==> src/include/tpc_pkg.sv <==
// touch-probe capture control: offsets, field positions, reset values
// assumes a single 200 MHz control clock and synchronous reset
package tpc_pkg;
   // object indices of the control, status and captured positions
   localparam logic [15:0] CTRL_INDEX = 16'h60B8;
   localparam logic [15:0] STATUS_INDEX = 16'h60B9;
   localparam logic [15:0] P1_RISE_INDEX = 16'h60BA;
   localparam logic [15:0] P1_FALL_INDEX = 16'h60BB;
   localparam logic [15:0] P2_RISE_INDEX = 16'h60BC;
   localparam logic [15:0] P2_FALL_INDEX = 16'h60BD;
   // channel field bases inside control and status words
   localparam int unsigned CH1_BASE = 0;
   localparam int unsigned CH2_BASE = 8;
   // control field offsets within a channel byte
   localparam int unsigned CTL_EN = 0;
   localparam int unsigned CTL_UPDATE = 1;
   localparam int unsigned CTL_SEL_Z = 2;
   localparam int unsigned CTL_RISE = 4;
   localparam int unsigned CTL_FALL = 5;
   // status field offsets within a channel byte
   localparam int unsigned ST_EN = 0;
   localparam int unsigned ST_RISE = 1;
   localparam int unsigned ST_FALL = 2;
   // writable control bits; all reserved bits read zero
   localparam logic [15:0] CTRL_MASK = 16'h3737;
   localparam logic [15:0] CTRL_RESET = 16'h0000;
   localparam logic [15:0] STATUS_RESET = 16'h0000;
   localparam logic [31:0] POS_RESET = 32'h0000_0000;
   localparam int unsigned POS_WIDTH = 32;
endpackage

==> src/include/tpc_chan_if.sv <==
// carrier between the control top and one capture channel
// assumes both ends share the one control clock
`timescale 1ns/1ps
interface tpc_chan_if #(parameter int POS_W = tpc_pkg::POS_WIDTH);
   logic en;
   logic update;
   logic rise_en;
   logic fall_en;
   logic trig;
   logic [POS_W-1:0] pos;
   logic rise_done;
   logic fall_done;
   logic [POS_W-1:0] rise_pos;
   logic [POS_W-1:0] fall_pos;
   modport ctl (
      output en, update, rise_en, fall_en, trig, pos,
      input rise_done, fall_done, rise_pos, fall_pos
   );
   modport chan (
      input en, update, rise_en, fall_en, trig, pos,
      output rise_done, fall_done, rise_pos, fall_pos
   );
endinterface

==> src/rtl/tpc_chan.sv <==
// one capture channel: edge detect, hold or overwrite, done flags
// assumes trig is already synchronised to clk
`timescale 1ns/1ps
module tpc_chan #(
   parameter int POS_W = tpc_pkg::POS_WIDTH
)(
   input wire logic clk,
   input wire logic rst_b,
   tpc_chan_if.chan ch
);
   logic prev;
   wire rise_hit = ch.en & ch.rise_en & ch.trig & ~prev;
   wire fall_hit = ch.en & ch.fall_en & ~ch.trig & prev;
   // RL2 hold or overwrite
   wire rise_take = rise_hit & (ch.update | ~ch.rise_done);
   wire fall_take = fall_hit & (ch.update | ~ch.fall_done);

   ////////////////////////////////////////////////////////////////////////
   // RL13 single edge detect
   always_ff @(posedge clk)
   begin
      if (!rst_b)
         prev <= 1'b0;
      else
         prev <= ch.trig;
   end

   // RL10 rising capture store
   always_ff @(posedge clk)
   begin
      if (!rst_b)
         ch.rise_pos <= POS_W'(tpc_pkg::POS_RESET);
      else if (rise_take)
         ch.rise_pos <= ch.pos;
   end

   // RL11 falling capture store
   always_ff @(posedge clk)
   begin
      if (!rst_b)
         ch.fall_pos <= POS_W'(tpc_pkg::POS_RESET);
      else if (fall_take)
         ch.fall_pos <= ch.pos;
   end

   // RL9 detection flags, cleared while disabled
   always_ff @(posedge clk)
   begin
      if (!rst_b || !ch.en)
      begin
         ch.rise_done <= 1'b0;
         ch.fall_done <= 1'b0;
      end
      else
      begin
         ch.rise_done <= ch.rise_done | rise_hit;
         ch.fall_done <= ch.fall_done | fall_hit;
      end
   end
endmodule

==> src/rtl/tpc_top.sv <==
// touch-probe capture control: control word, triggers, status, positions
// assumes process-data writes synchronous to SYS_CLK; probe and Z pins are synchronised here
//
// Functional notes
// RL1: channel one works only when bit 0 set
// RL2: bits 1/9 choose hold-first or overwrite
// RL3: bit 2 picks probe one or Z index
// RL4: bits 4/5 enable channel one rising/falling
// RL5: channel two works only when bit 8 set
// RL6: bit 10 picks probe two or Z index
// RL7: bits 12/13 enable channel two edges
// RL8: master writes zero into reserved bits
// RL9: status mirrors enables and per-edge detections
// RL10: channel one rising position stored read-only
// RL11: channel one falling position stored read-only
// RL12: channel two keeps both edge positions
// RL13: triggers synchronised, one capture per edge
`timescale 1ns/1ps
module tpc_top #(
   parameter int POS_W = tpc_pkg::POS_WIDTH
)(
   input wire logic SYS_CLK,
   input wire logic RST_B,
   input wire logic CTRL_WR,
   input wire logic [15:0] CTRL_WDATA,
   input wire logic PROBE1_IN,
   input wire logic PROBE2_IN,
   input wire logic ZPHASE_IN,
   input wire logic [POS_W-1:0] POSITION,
   output logic [15:0] CTRL_WORD,
   output logic [15:0] STATUS_WORD,
   output logic [POS_W-1:0] P1_RISE_POS,
   output logic [POS_W-1:0] P1_FALL_POS,
   output logic [POS_W-1:0] P2_RISE_POS,
   output logic [POS_W-1:0] P2_FALL_POS
);
   generate
      if (POS_W < 2 || POS_W > 64)
      begin : g_bad_width
         $error("POS_W must lie in 2..64");
      end
   endgenerate

   function automatic logic ctl_bit(
      input logic [15:0] word,
      input int unsigned base,
      input int unsigned ofs
   );
      ctl_bit = word[base + ofs];
   endfunction

   ////////////////////////////////////////////////////////////////////////
   // control word
   logic [15:0] ctrl;
   // RL8 reserved bits forced zero
   wire [15:0] next_ctrl = CTRL_WDATA & tpc_pkg::CTRL_MASK;

   always_ff @(posedge SYS_CLK)
   begin
      if (!RST_B)
         ctrl <= tpc_pkg::CTRL_RESET;
      else if (CTRL_WR)
         ctrl <= next_ctrl;
   end
   assign CTRL_WORD = ctrl;

   ////////////////////////////////////////////////////////////////////////
   // RL13 two-flop synchronisers: probe1, probe2, Z index
   logic [2:0] sync1;
   logic [2:0] sync2;

   always_ff @(posedge SYS_CLK)
   begin
      if (!RST_B)
      begin
         sync1 <= 3'h0;
         sync2 <= 3'h0;
      end
      else
      begin
         sync1 <= {ZPHASE_IN, PROBE2_IN, PROBE1_IN};
         sync2 <= sync1;
      end
   end

   wire probe1_s = sync2[0];
   wire probe2_s = sync2[1];
   wire zphase_s = sync2[2];

   ////////////////////////////////////////////////////////////////////////
   // channel one
   tpc_chan_if #(.POS_W(POS_W)) c1 ();
   // RL1 channel one enable
   assign c1.en = ctl_bit(ctrl, tpc_pkg::CH1_BASE, tpc_pkg::CTL_EN);
   assign c1.update = ctl_bit(ctrl, tpc_pkg::CH1_BASE, tpc_pkg::CTL_UPDATE);
   // RL3 channel one trigger select
   wire c1_sel_z = ctl_bit(ctrl, tpc_pkg::CH1_BASE, tpc_pkg::CTL_SEL_Z);
   assign c1.trig = c1_sel_z ? zphase_s : probe1_s;
   // RL4 channel one edge enables
   assign c1.rise_en = ctl_bit(ctrl, tpc_pkg::CH1_BASE, tpc_pkg::CTL_RISE);
   assign c1.fall_en = ctl_bit(ctrl, tpc_pkg::CH1_BASE, tpc_pkg::CTL_FALL);
   assign c1.pos = POSITION;

   tpc_chan #(.POS_W(POS_W)) u_chan1 (
      .clk(SYS_CLK),
      .rst_b(RST_B),
      .ch(c1.chan)
   );

   ////////////////////////////////////////////////////////////////////////
   // channel two
   tpc_chan_if #(.POS_W(POS_W)) c2 ();
   // RL5 channel two enable
   assign c2.en = ctl_bit(ctrl, tpc_pkg::CH2_BASE, tpc_pkg::CTL_EN);
   assign c2.update = ctl_bit(ctrl, tpc_pkg::CH2_BASE, tpc_pkg::CTL_UPDATE);
   // RL6 channel two trigger select
   wire c2_sel_z = ctl_bit(ctrl, tpc_pkg::CH2_BASE, tpc_pkg::CTL_SEL_Z);
   assign c2.trig = c2_sel_z ? zphase_s : probe2_s;
   // RL7 channel two edge enables
   assign c2.rise_en = ctl_bit(ctrl, tpc_pkg::CH2_BASE, tpc_pkg::CTL_RISE);
   assign c2.fall_en = ctl_bit(ctrl, tpc_pkg::CH2_BASE, tpc_pkg::CTL_FALL);
   assign c2.pos = POSITION;

   // RL12 channel two positions
   tpc_chan #(.POS_W(POS_W)) u_chan2 (
      .clk(SYS_CLK),
      .rst_b(RST_B),
      .ch(c2.chan)
   );

   assign P1_RISE_POS = c1.rise_pos;
   assign P1_FALL_POS = c1.fall_pos;
   assign P2_RISE_POS = c2.rise_pos;
   assign P2_FALL_POS = c2.fall_pos;

   ////////////////////////////////////////////////////////////////////////
   // RL9 status word assembly
   logic [15:0] next_status;

   always_comb
   begin
      next_status = tpc_pkg::STATUS_RESET;
      next_status[tpc_pkg::CH1_BASE + tpc_pkg::ST_EN] = c1.en;
      next_status[tpc_pkg::CH1_BASE + tpc_pkg::ST_RISE] = c1.rise_done;
      next_status[tpc_pkg::CH1_BASE + tpc_pkg::ST_FALL] = c1.fall_done;
      next_status[tpc_pkg::CH2_BASE + tpc_pkg::ST_EN] = c2.en;
      next_status[tpc_pkg::CH2_BASE + tpc_pkg::ST_RISE] = c2.rise_done;
      next_status[tpc_pkg::CH2_BASE + tpc_pkg::ST_FALL] = c2.fall_done;
   end

   always_ff @(posedge SYS_CLK)
   begin
      if (!RST_B)
         STATUS_WORD <= tpc_pkg::STATUS_RESET;
      else
         STATUS_WORD <= next_status;
   end
endmodule

==> config.mk <==
export PLATFORM = sky130hd
export DESIGN_NAME = tpc_top
export DESIGN_NICKNAME = d
export VERILOG_FILES = /design/src/include/tpc_pkg.sv /design/src/include/tpc_chan_if.sv /design/src/rtl/tpc_chan.sv /design/src/rtl/tpc_top.sv
export SDC_FILE = /design/constraint.sdc
export NUM_CORES = 1
export LEC_CHECK = 0
export BUFFER_PORTS_ARGS = -buffer_cell sky130_fd_sc_hd__buf_4
export CORE_ASPECT_RATIO = 1.25
export CORE_MARGIN = 2
export CORE_UTILIZATION = 49
export DETAILED_ROUTE_END_ITERATION = 10
export GPL_TIMING_DRIVEN = 0
export PLACE_DENSITY = 0.75
export SLEW_MARGIN = 20
export SYNTH_ARGS = -nofsm -noshare
export SYNTH_HDL_FRONTEND = slang
export SYNTH_SLANG_ARGS = --single-unit
==> constraint.sdc <==
create_clock -name SYS_CLK -period 1.94 [get_ports SYS_CLK]
set_input_delay 0.291 -clock SYS_CLK [delete_from_list [all_inputs] [get_ports SYS_CLK]]
set_output_delay 0.291 -clock SYS_CLK [all_outputs]
set_load 0.01 [all_outputs]
**After elaboration in Yosys (flattened, before gate mapping)**

Index checks and enable logic that the tools add are counted.

- Reductions and logical operators: 5
- Bitwise logic cells: 32
- Multiplexer cells: 2

Operators by type and width:

| cell | count |
|---|---|
| AND 1 bit | 16 |
| inverter 1 bit | 8 |
| bitwise OR 1 bit | 8 |
| zero test 1 bit | 3 |
| logical OR 1 bit | 2 |
| 2-to-1 mux 1 bit | 2 |

- Logic and storage cells: 54
- Output and inout port bits: 160
- Bits in registers: 166
- Bits of input ports: 54

**Longest topological paths before layout**

Gate-level depths: netlist (run 1).

- Word-level depth: 5
- Mapped depth: 5
- Gate-level depth less buffers: 3

**By module**

From an unflattened synthesis (run 1), not the netlist that was laid out.

- Cells, all modules: 588
- Area, all modules: 5941.9 sq um

By module, submodules not included:

| module | cells an instance | area each (sq um) | instances |
|---|---|---|---|
| tpc_chan | 256 | 2548.7 | 2 |
| tpc_top | 76 | 844.6 | 1 |

**Worst setup path after synthesis (run 1)**

No wires, ideal clock.

- Path kind: reg2reg
- Start: register ctrl[2], in the netlist CTRL_WORD[2]
- End: register u_chan1.ch.fall_pos[0]
- Buffers on the path: 2
- Arrival: 1.480 ns
- Slack: 0.389 ns
- Cell stages (with the launch flop): 6
- Library setup time: 0.072 ns
- Path through: dfxtp_1 > mux2i_2 > nor3b_2 > buf_2 > buf_4 > mux2i_1

- Longest elaborated chain between the ends: 5

Ends and longest elaborated chain:

| item | line | text |
|---|---|---|
| start: declaration | tpc_top.sv:54 | `logic [15:0] ctrl;` |
| start signal: assignment | tpc_top.sv:61 | `ctrl <= tpc_pkg::CTRL_RESET;` |
| start signal: assignment | tpc_top.sv:63 | `ctrl <= next_ctrl;` |
| 2-to-1 mux 1 bit | tpc_top.sv:98 | `assign c1.trig = c1_sel_z ? zphase_s : probe1_s;` |
| inverter 1 bit | tpc_chan.sv:13 | `wire fall_hit = ch.en & ch.fall_en & ~ch.trig & prev;` |
| AND 1 bit (2 in series) | tpc_chan.sv:13 |  |
| AND 1 bit | tpc_chan.sv:16 | `wire fall_take = fall_hit & (ch.update \| ~ch.fall_done);` |
| end signal: assignment | tpc_chan.sv:41 | `ch.fall_pos <= POS_W'(tpc_pkg::POS_RESET);` |
| end signal: assignment | tpc_chan.sv:43 | `ch.fall_pos <= ch.pos;` |
| end: declaration | tpc_chan_if.sv:21 | `output rise_done, fall_done, rise_pos, fall_pos` |

Every way passes these cells.
A chain may end at the register's enable or synchronous reset.

**Worst setup path in the final report (run 1)**

- Start: register ctrl[10], in the netlist CTRL_WORD[10]
- End: register u_chan2.ch.rise_pos[7]

- Longest elaborated chain between the ends: 4

Ends and longest elaborated chain:

| item | line | text |
|---|---|---|
| 2-to-1 mux 1 bit | tpc_top.sv:118 | `assign c2.trig = c2_sel_z ? zphase_s : probe2_s;` |
| AND 1 bit (2 in series) | tpc_chan.sv:12 | `wire rise_hit = ch.en & ch.rise_en & ch.trig & ~prev;` |
| AND 1 bit | tpc_chan.sv:15 | `wire rise_take = rise_hit & (ch.update \| ~ch.rise_done);` |
| end signal: assignment | tpc_chan.sv:32 | `ch.rise_pos <= POS_W'(tpc_pkg::POS_RESET);` |
| end signal: assignment | tpc_chan.sv:34 | `ch.rise_pos <= ch.pos;` |
| end: declaration | tpc_chan_if.sv:21 |  |

Every way passes these cells.

==> metrics.cfg, run 1 <==
[sta]
fmax_mhz=552
maxSlewHeadroom_pct=51.4
finalSetupViolCount=0
period_needed_ns=1.81
fin_hold_ws_ns=0.0837
tightest_slew_ns=0.728
finalSetupTns_ns=0
skew_ns=0.00817
fin_crit_sh_pct=93.5
setup_slack_ns=0.127
drv_slew=0
final_hold_viol_count=0
rsz0062_at_grt=false

[layout]
stdcell_area_um2=8110
areaGrowthSynthToFinish_pct=38.8
fin_util_pct=69.9
nets=837
antennaDiodeCount=0
seq_area_um2=3120
fillerInstances=941
multi_input_area_um2=2410
layout-drive-gt1-share_pct=33.3

[clock_tree]
cts_tree=yes
cts-root-buf=clkbuf_16
h-tree-depth=4
cts.sinks=156
numCtsBuffers=17
ctsHoldBuffers=0
clk_pin_slew_ns=0.06
ctsLongestPathBuffers=2
insertion_delay_ns=0.42

[synthesis]
async_flop_share_pct=0
yosys.area.top_type_share_pct=53.4
synthFlopType=dfxtp_1
syn_inst=560
synth.area.top_cells=dfxtp_1, mux2i_1, nand2_1, buf_4, nor2b_1
yosys.area.top_type=dfxtp_1
yosys_warnings=0
synth_edf_count=0
synth-seq-cells=156
ys_types=19
syn-cell-area_um2=5850
post-synth-top-count-cell=nand2_1
syn_avg_cell_area_um2=10.4
yosys-top-cells-count=nand2_1, dfxtp_1, mux2i_1, buf_4, clkbuf_1
ys_seq_area_share_pct=53.4

[floorplan]
dieArea_um2=12800
core_um2=11600
initial_core_util_pct=50.3
num_rows=44
dieHeight_um=126
fp.dieW_um=102
io_pins=214

[placement]
routabilityCongestion=0.777
dp_hpwl_mm=11.0
postPlaceCellArea_um2=7520
port_buffers=189
pre_cts_slack_ns=0.135

[pwr]
peakVddDrop_v=0.000597
leakagePower_nw=3.38
pwr_density_cell_nw_per_um2=840

[worst_hold_path]
holdPathEnd=sync1[2]
hold_depth=2
min_from=ZPHASE_IN
hold_class=input pin to register

[critical_path]
required_ns=2.27
worstPathMaxFanout=10
cp_top_family=compound AO/OA/AOI/OAI gates
crit_chain=mux2i_4 > a2111oi_4 > buf_6 > mux2i_1
worst_setup_path_start_kind=register
critPathBufInv=1
r2r_end=u_chan2.ch.rise_pos[7]
r2r_setup_slack_ns=0.13
slowest_stage=a2111oi_4
worstSetupEndpointType=register
crit_arrival_ns=2.15
crit_cells=4
r2r_start=CTRL_WORD[10]
path_class=register to register
critPathMaxStageDelay_ns=0.65
reg2reg_depth=4

[status]
status=complete, no violations

[route]
first_pass_iters=4
totalWireLength_mm=15.0
vias_per_cell=4.79
drc_errors=0
via_count=4580
drt-wirelength-per-cell_um=15.7
drt_iter0_drc=189
ant_nets=0

[global_route]
grt_overflow=0
grt_use_total_pct=23.8
grt_max_degree=17
grt_pass1_vias=4682
grt_pass1_wl_mm=23.6
antenna_found_initial=0

[job]
drv_cap=0

[worst reg2reg max path, delay by kind of cell (launching register included)]
kind | cells | cell delay, ns
AO/OA/AOI/OAI | 1 | 0.65
multiplexers | 2 | 0.47
flip-flops | 1 | 0.35
buffers and inverters | 1 | 0.27
[flip-flops by register name, summed over array words and instances (netlist names), 3 cells and up]
register / count
u_chan1.ch.fall_pos: 32
sync2: 3
u_chan2.ch.fall_pos: 32
STATUS_WORD: 6
sync1: 3
u_chan2.ch.rise_pos: 32
CTRL_WORD: 10
u_chan1.ch.rise_pos: 32
[final cells by class]
cell class,instances,share of cell area [%]
buffer,59,4.70
multi-input combinational,358,29.7
clock inverter,13,1.74
sequential,156,38.5
inverter,2,0.0925
clock buffer,19,5.34
timing repair buffer,189,17.5
tap,161,2.48
[where the power goes]
group          internal, W  total [W]  switching [W]  leakage, nW
registers          0.00323    0.00325      0.0000230         1.26
logic             0.000164   0.000352       0.000188         1.86
clock network      0.00190    0.00321        0.00132        0.262
[per-layer routing]
layer / wire length, um / global-route usage, % / vias up
met5: 0 / 0 / -
met4: 322 / 8.59 / 0
met3: 985 / 7.21 / 30
met2: 7610 / 41.4 / 151
met1: 6090 / 27.0 / 2150
li1: - / - / 2249
[cell usage in the layout, fill, tap and decap left out, types with 6 or more instances in the layout]
master / instances
conb_1: 16
dfxtp_1: 156
nand2_1: 162
clkbuf_16: 17
clkinvlp_4: 6
mux2i_1: 138
buf_6: 6
and2_1: 12
clkbuf_1: 23
buf_4: 219
nor2b_1: 14
[metrics by stage]
| stage | total power, W | std cells |
|---|---|---|
| floorplan | 0.00351 | 575 |
| global placement | 0.00367 | 925 |
| detailed placement | 0.00367 | 925 |
| CTS | 0.00685 | 957 |
| global route | 0.00703 | 957 |
| finish | 0.00682 | 957 |
[cell families (layout without fill, tap and decap cells)]
kind of cell	count (synthesis)	after routing	synth area share [%]
mux	140	140	24.1
compound gates	6	6	1.50
other cells	1	16	0.0642
buf+inv	61	282	6.66
flops	156	156	53.4
simple gates	196	196	14.3
[worst max-delay path by stage]
stage | endpoint | startpoint | slack, ns
2_1_floorplan | u_chan1.ch.fall_pos[0] | CTRL_WORD[2] | 0.39
3_3_place_gp | u_chan2.ch.fall_pos[6] | CTRL_WORD[10] | 0.18
3_5_place_dp | u_chan2.ch.fall_pos[7] | CTRL_WORD[10] | 0.14
4_1_cts | u_chan2.ch.fall_pos[7] | CTRL_WORD[10] | 0.1
5_1_grt | u_chan1.ch.rise_pos[12] | CTRL_WORD[2] | 0.03
6_report | u_chan2.ch.rise_pos[7] | CTRL_WORD[10] | 0.13
[what timing repair did]
action                                  in CTS  in global routing
buffers inserted                             0                  0
resized for setup                            0                  2
endpoints found under the setup margin       0                  2
No activity file was read; power rests on OpenSTA's default activity.
==> run 2: changes to the inputs <==
CORE_UTILIZATION = 44   (was 49)
PLACE_DENSITY = 0.71   (was 0.75)
clock period = 1.5 ns   (was 1.94 ns; I/O delays follow)
==> run 2 against run 1 <==
Net effect: the run now ends with negative setup slack left; worst setup slack worse by 0.16 ns; combinational power up 35%; clock power up 33%; critical endpoint is now u_chan1.ch.fall_pos[24].
==> metrics.cfg, run 2 (synthesis gave the netlist of run 1 again) <==
[status]
status=complete, but fails checks
failed_checks=negative setup slack

[route]
drt_iter0_drc=129  ; -32%
ant_nets=0  ; unchanged
drt-wirelength-per-cell_um=16.3  ; +4.1%
drc_errors=0  ; unchanged
via_count=4719  ; +3.0%
first_pass_iters=6  ; +2
totalWireLength_mm=16.0  ; +6.8%
vias_per_cell=4.81  ; +0.41%

[critical_path]
crit_arrival_ns=1.86  ; -0.29 ns
worstPathMaxFanout=5  ; -5
worstSetupEndpointType=register
required_ns=1.83  ; -0.44 ns
path_class=register to register
worst_setup_path_start_kind=register

[layout]
layout-drive-gt1-share_pct=35.4  ; +2.1 points
fin_cells=982  ; +2.6%
nets=852  ; +1.8%
mostFrequentLayoutCell=buf_4
antennaDiodeCount=0  ; unchanged
final_cell_mix=buf_4, nand2_1, dfxtp_1
fin_util_pct=64.8  ; -5.1 points
stdcell_area_um2=8500  ; +4.7%
areaGrowthSynthToFinish_pct=45.3

[global_route]
antenna_found_initial=0  ; unchanged
grt_pass1_wl_mm=24.2  ; +2.2%
grt_max_degree=17  ; unchanged
grt_pass1_vias=4692  ; +0.21%
grt_overflow=0  ; unchanged
grt_use_total_pct=21.9  ; -1.9 points

[placement]
port_buffers=189  ; unchanged
dp_hpwl_mm=11.3  ; +2.4%
postPlaceCellArea_um2=7560  ; +0.50%
dp.cells=935  ; +1.1%
routabilityCongestion=0.797  ; +2.5%

[worst_hold_path]
hold_class=input pin to register

[pwr]
pwr_density_cell_nw_per_um2=1050  ; +26%
peakVddDrop_v=0.000652  ; +9.3%
leakagePower_nw=3.53  ; +4.6%
total_power_w=0.00896  ; +31%

[sta]
finalSetupViolCount=25  ; +25
tightest_slew_ns=0.712  ; -0.0166 ns
maxSlewHeadroom_pct=52.5  ; +1.1 points
drv_slew=0  ; unchanged
final_hold_viol_count=0  ; unchanged
fin_hold_ws_ns=0.0239  ; -0.0597 ns
setup_slack_ns=-0.0322  ; -0.159 ns
period_needed_ns=1.53  ; -0.281 ns
rsz0062_at_grt=true
fin_crit_sh_pct=102  ; +8.7 points
fmax_mhz=653  ; +18%
skew_ns=0.00943  ; +0.00125 ns

[floorplan]
core_um2=13100  ; +13%
dieHeight_um=133  ; +5.4%
initial_core_util_pct=44.6  ; -5.7 points
num_rows=47  ; +6.8%
io_pins=214  ; unchanged
dieArea_um2=14200  ; +11%
fp.dieW_um=107  ; +5.3%

[clock_tree]
ctsHoldBuffers=0  ; unchanged
cts.sinks=156  ; unchanged
numCtsBuffers=17  ; unchanged
h-tree-depth=4  ; unchanged
ctsLongestPathBuffers=2  ; unchanged
insertion_delay_ns=0.41  ; about the same
cts-root-buf=clkbuf_16
cts_tree=yes
clk_pin_slew_ns=0.06  ; about the same

[job]
drv_cap=0  ; unchanged

run 2: cell count changes in the layout (fill, tap and decap cells not counted), sizes merged:
| cell | before | now |
|---|---|---|
| inv | 4 | 5 |
| clkbuf | 40 | 46 |
| buf | 227 | 237 |
| clkinv | 3 | 4 |
| clkinvlp | 6 | 3 |
run 2: through the flow:
step | worst slack [ns] | TNS, ns
CTS | -0.0411 | -0.606
global route | -0.0667 | -3.37
finish | -0.0322 | -0.179
global placement | -0.212 | -21.18
floorplan | 0.0118 | 0
detailed placement | -0.316 | -25.23
run 2: power breakdown:
group | internal (W) | switching, W | leakage [nW] | total [W]
combinational | 0.000226 | 0.000249 | 1.99 | 0.000475
clock | 0.00255 | 0.00172 | 0.283 | 0.00428
sequential | 0.00418 | 0.0000309 | 1.26 | 0.00421
run 2: final timing paths:
path,start,end,slack [ns],cells after the start
setup reg to reg,CTRL_WORD[2],u_chan1.ch.fall_pos[24],-0.03,5
setup / recovery,CTRL_WORD[2],u_chan1.ch.fall_pos[24],-0.03,5
hold / removal,PROBE1_IN,sync1[0],0.02,2
hold reg to reg,sync1[1],sync2[1],0.44,1
run 2: area by class of cell:
type                    count  area (um2)
fillers                  1077        4620
flip-flops and latches    156        3130
multi-input cells         358        2420
repair buffers            204        1630
plain buffers              59         503
clock buffers              20         457
well taps                 171         214
clock inverters            12         136
inverters                   2        7.51
run 2: critical path, cell delays in order (launching register included):
cell and delay [ns]:
dfxtp_2 0.36, mux2i_4 0.30, nor3b_4 0.25, buf_6 0.19
buf_12 0.14, mux2i_1 0.22
run 2: layer usage:
metal  wire (um)  part of all wire, %  global-route usage, %
met1        6440                   40                   24.9
met3         948                  5.9                   4.93
met4         533                  3.3                   9.81
met2        8110                   51                   38.5
met5           0                    0                      0
run 2: repair_timing:
item,in CTS,in global routing
setup buffers,9,1
gates resized for setup,16,19
endpoints found under the setup margin,127,113
cloned,0,5
pin swaps,2,0
==> run 3: changes to the inputs <==
CORE_MARGIN = 1.5   (was 2)
CORE_UTILIZATION = 53   (was 44)
PLACE_DENSITY = 0.81   (was 0.71)
clock period = 1.95 ns   (was 1.5 ns; I/O delays follow)
==> run 3 against run 2 <==
Net effect: the flow now finishes without violations; total power is 20% lower; die area is 18% lower; non-clock buffer count is 15 lower; clock power is 16% lower; maximum frequency is 17% lower; sequential cell count stayed put.
==> metrics.cfg, run 3 (synthesis gave the netlist of run 1 again) <==
[status]
status=complete, no violations

[critical_path]
r2r_setup_slack_ns=0.11  ; +0.15 ns
crit_chain=mux2i_2 > nor3b_2 > buf_2 > buf_4 > mux2i_1
worstPathMaxFanout=10  ; +5
crit_arrival_ns=2.18  ; +0.32 ns
required_ns=2.29  ; +0.46 ns
worstSetupEndpointType=register
slowest_stage=mux2i_2
critPathMaxStageDelay_ns=0.43  ; +0.07 ns
path_class=register to register
worst_setup_path_start_kind=register

[route]
drt_iter0_drc=166  ; +29%
drt-wirelength-per-cell_um=16.7  ; +2.5%
totalWireLength_mm=15.5  ; -3.3%
first_pass_iters=4  ; -2
drc_errors=0  ; unchanged
vias_per_cell=5.05  ; +5.0%
ant_nets=0  ; unchanged
via_count=4672  ; -1.0%

[pwr]
netSwitchingPower_w=0.00150  ; -25%
p_comb_share_pct=4.9  ; -0.4 points
seq_power_share_pct=45.0  ; -2.0 points
leakagePower_nw=3.42  ; -3.2%
peakVddDrop_v=0.000550  ; -16%
switching_share_pct=20.8  ; -1.6 points
pwr-share-clk_pct=50.2  ; +2.5 points
pwr_density_cell_nw_per_um2=884  ; -16%
intPower_w=0.00570  ; -18%

[global_route]
grt_max_degree=17  ; unchanged
grt_pass1_vias=4723  ; +0.66%
antenna_found_initial=0  ; unchanged
grt_use_total_pct=26.4  ; +4.6 points
grt_pass1_wl_mm=24.2  ; +0.29%
grt_overflow=0  ; unchanged

[clock_tree]
numCtsBuffers=17  ; unchanged
insertion_delay_ns=0.42  ; about the same
clk_pin_slew_ns=0.06  ; about the same
cts_resized=0  ; -16
h-tree-depth=4  ; unchanged
cts-root-buf=clkbuf_16
cts.sinks=156  ; unchanged
ctsHoldBuffers=0  ; unchanged
ctsLongestPathBuffers=2  ; unchanged
cts_tree=yes
cts_setup_buffers=0  ; -9

[sta]
fin_crit_sh_pct=94.1  ; -8.0 points
tightest_slew_ns=0.764  ; +0.0526 ns
setup_slack_ns=0.114  ; +0.147 ns
skew_ns=0.00743  ; -0.00200 ns
finalSetupViolCount=0  ; -100%
fmax_mhz=545  ; -17%
maxSlewHeadroom_pct=49.0  ; -3.5 points
rsz0062_at_grt=false
finalSetupTns_ns=0  ; +0.179 ns
drv_slew=0  ; unchanged
period_needed_ns=1.84  ; +0.303 ns
final_hold_viol_count=0  ; unchanged

[floorplan]
dieHeight_um=120  ; -9.4%
dieArea_um2=11700  ; -18%
initial_core_util_pct=54.8  ; +10 points
io_pins=214  ; unchanged
fp.dieW_um=96.9  ; -9.5%
core_um2=10700  ; -19%
num_rows=42  ; -11%

[layout]
final_cell_mix=buf_4, nand2_1, dfxtp_1
mostFrequentLayoutCell=buf_4
antennaDiodeCount=0  ; unchanged
layout-drive-gt1-share_pct=33.2  ; -2.1 points
areaGrowthSynthToFinish_pct=39.3
nets=837  ; -1.8%

[placement]
pre_cts_slack_ns=0.109  ; +0.425 ns
routabilityCongestion=0.847  ; +6.3%
dp_hpwl_mm=11.2  ; -1.2%
port_buffers=189  ; unchanged

[worst_hold_path]
hold_class=input pin to register

[job]
drv_cap=0  ; unchanged

-- run 3: critical path, delay by kind of cell (launching register included) --
family                 cells  cell delay (ns)
buffers and inverters      2             0.48
DFF                        1             0.39
muxes                      2             0.65
and+or+nand+nor            1             0.24
-- run 3: cell type report --
type	count	area [um2]
Buffer	59	382
Fill cell	722	2530
Inverter	2	7.51
Timing Repair Buffer	189	1420
Clock buffer	20	457
Multi-Input combinational cell	358	2400
Clock inverter	10	190
Tap cell	132	165
Sequential cell	156	3120
-- run 3: layer usage --
| layer | share of wire (%) | track usage [%] | routed length [um] | vias to the layer above |
|---|---|---|---|---|
| met5 | 0 | 0 | 0 | - |
| met4 | 2.8 | 12.1 | 440 | 0 |
| met3 | 6.0 | 7.51 | 929 | 33 |
| met2 | 51 | 45.5 | 7950 | 169 |
| met1 | 40 | 30.4 | 6170 | 2225 |
| li1 | - | - | - | 2245 |
-- run 3: final timing paths --
kind              cells past startpoint    startpoint                 endpoint
setup / recovery                      5  CTRL_WORD[2]  u_chan1.ch.fall_pos[13]
hold / removal                        2     PROBE1_IN                 sync1[0]
setup reg to reg                      5  CTRL_WORD[2]  u_chan1.ch.fall_pos[13]
hold reg to reg                       1      sync1[0]                 sync2[0]
-- run 3: power by group through the flow --
stage,clock network (W),registers (W),logic (W)
after floorplan,0,0.00330,0.000191
after global placement,0,0.00330,0.000342
after detailed placement,0,0.00330,0.000348
after CTS,0.00363,0.00323,0.000351
after global routing,0.00378,0.00324,0.000380
final,0.00361,0.00324,0.000352
-- run 3: through the flow --
step	instance area, um2	hold WS, ns	instances	power [W]	util, %
final	8140	0.0812	926	0.00720	76.3
after CTS	8130	0.0710	926	0.00721	76.2
after global routing	8140	0.0750	926	0.00739	76.3
after floorplan	5900	0.412	575	0.00349	-
after global placement	7490	0.417	896	0.00364	70.2
after detailed placement	7490	0.419	896	0.00365	70.2
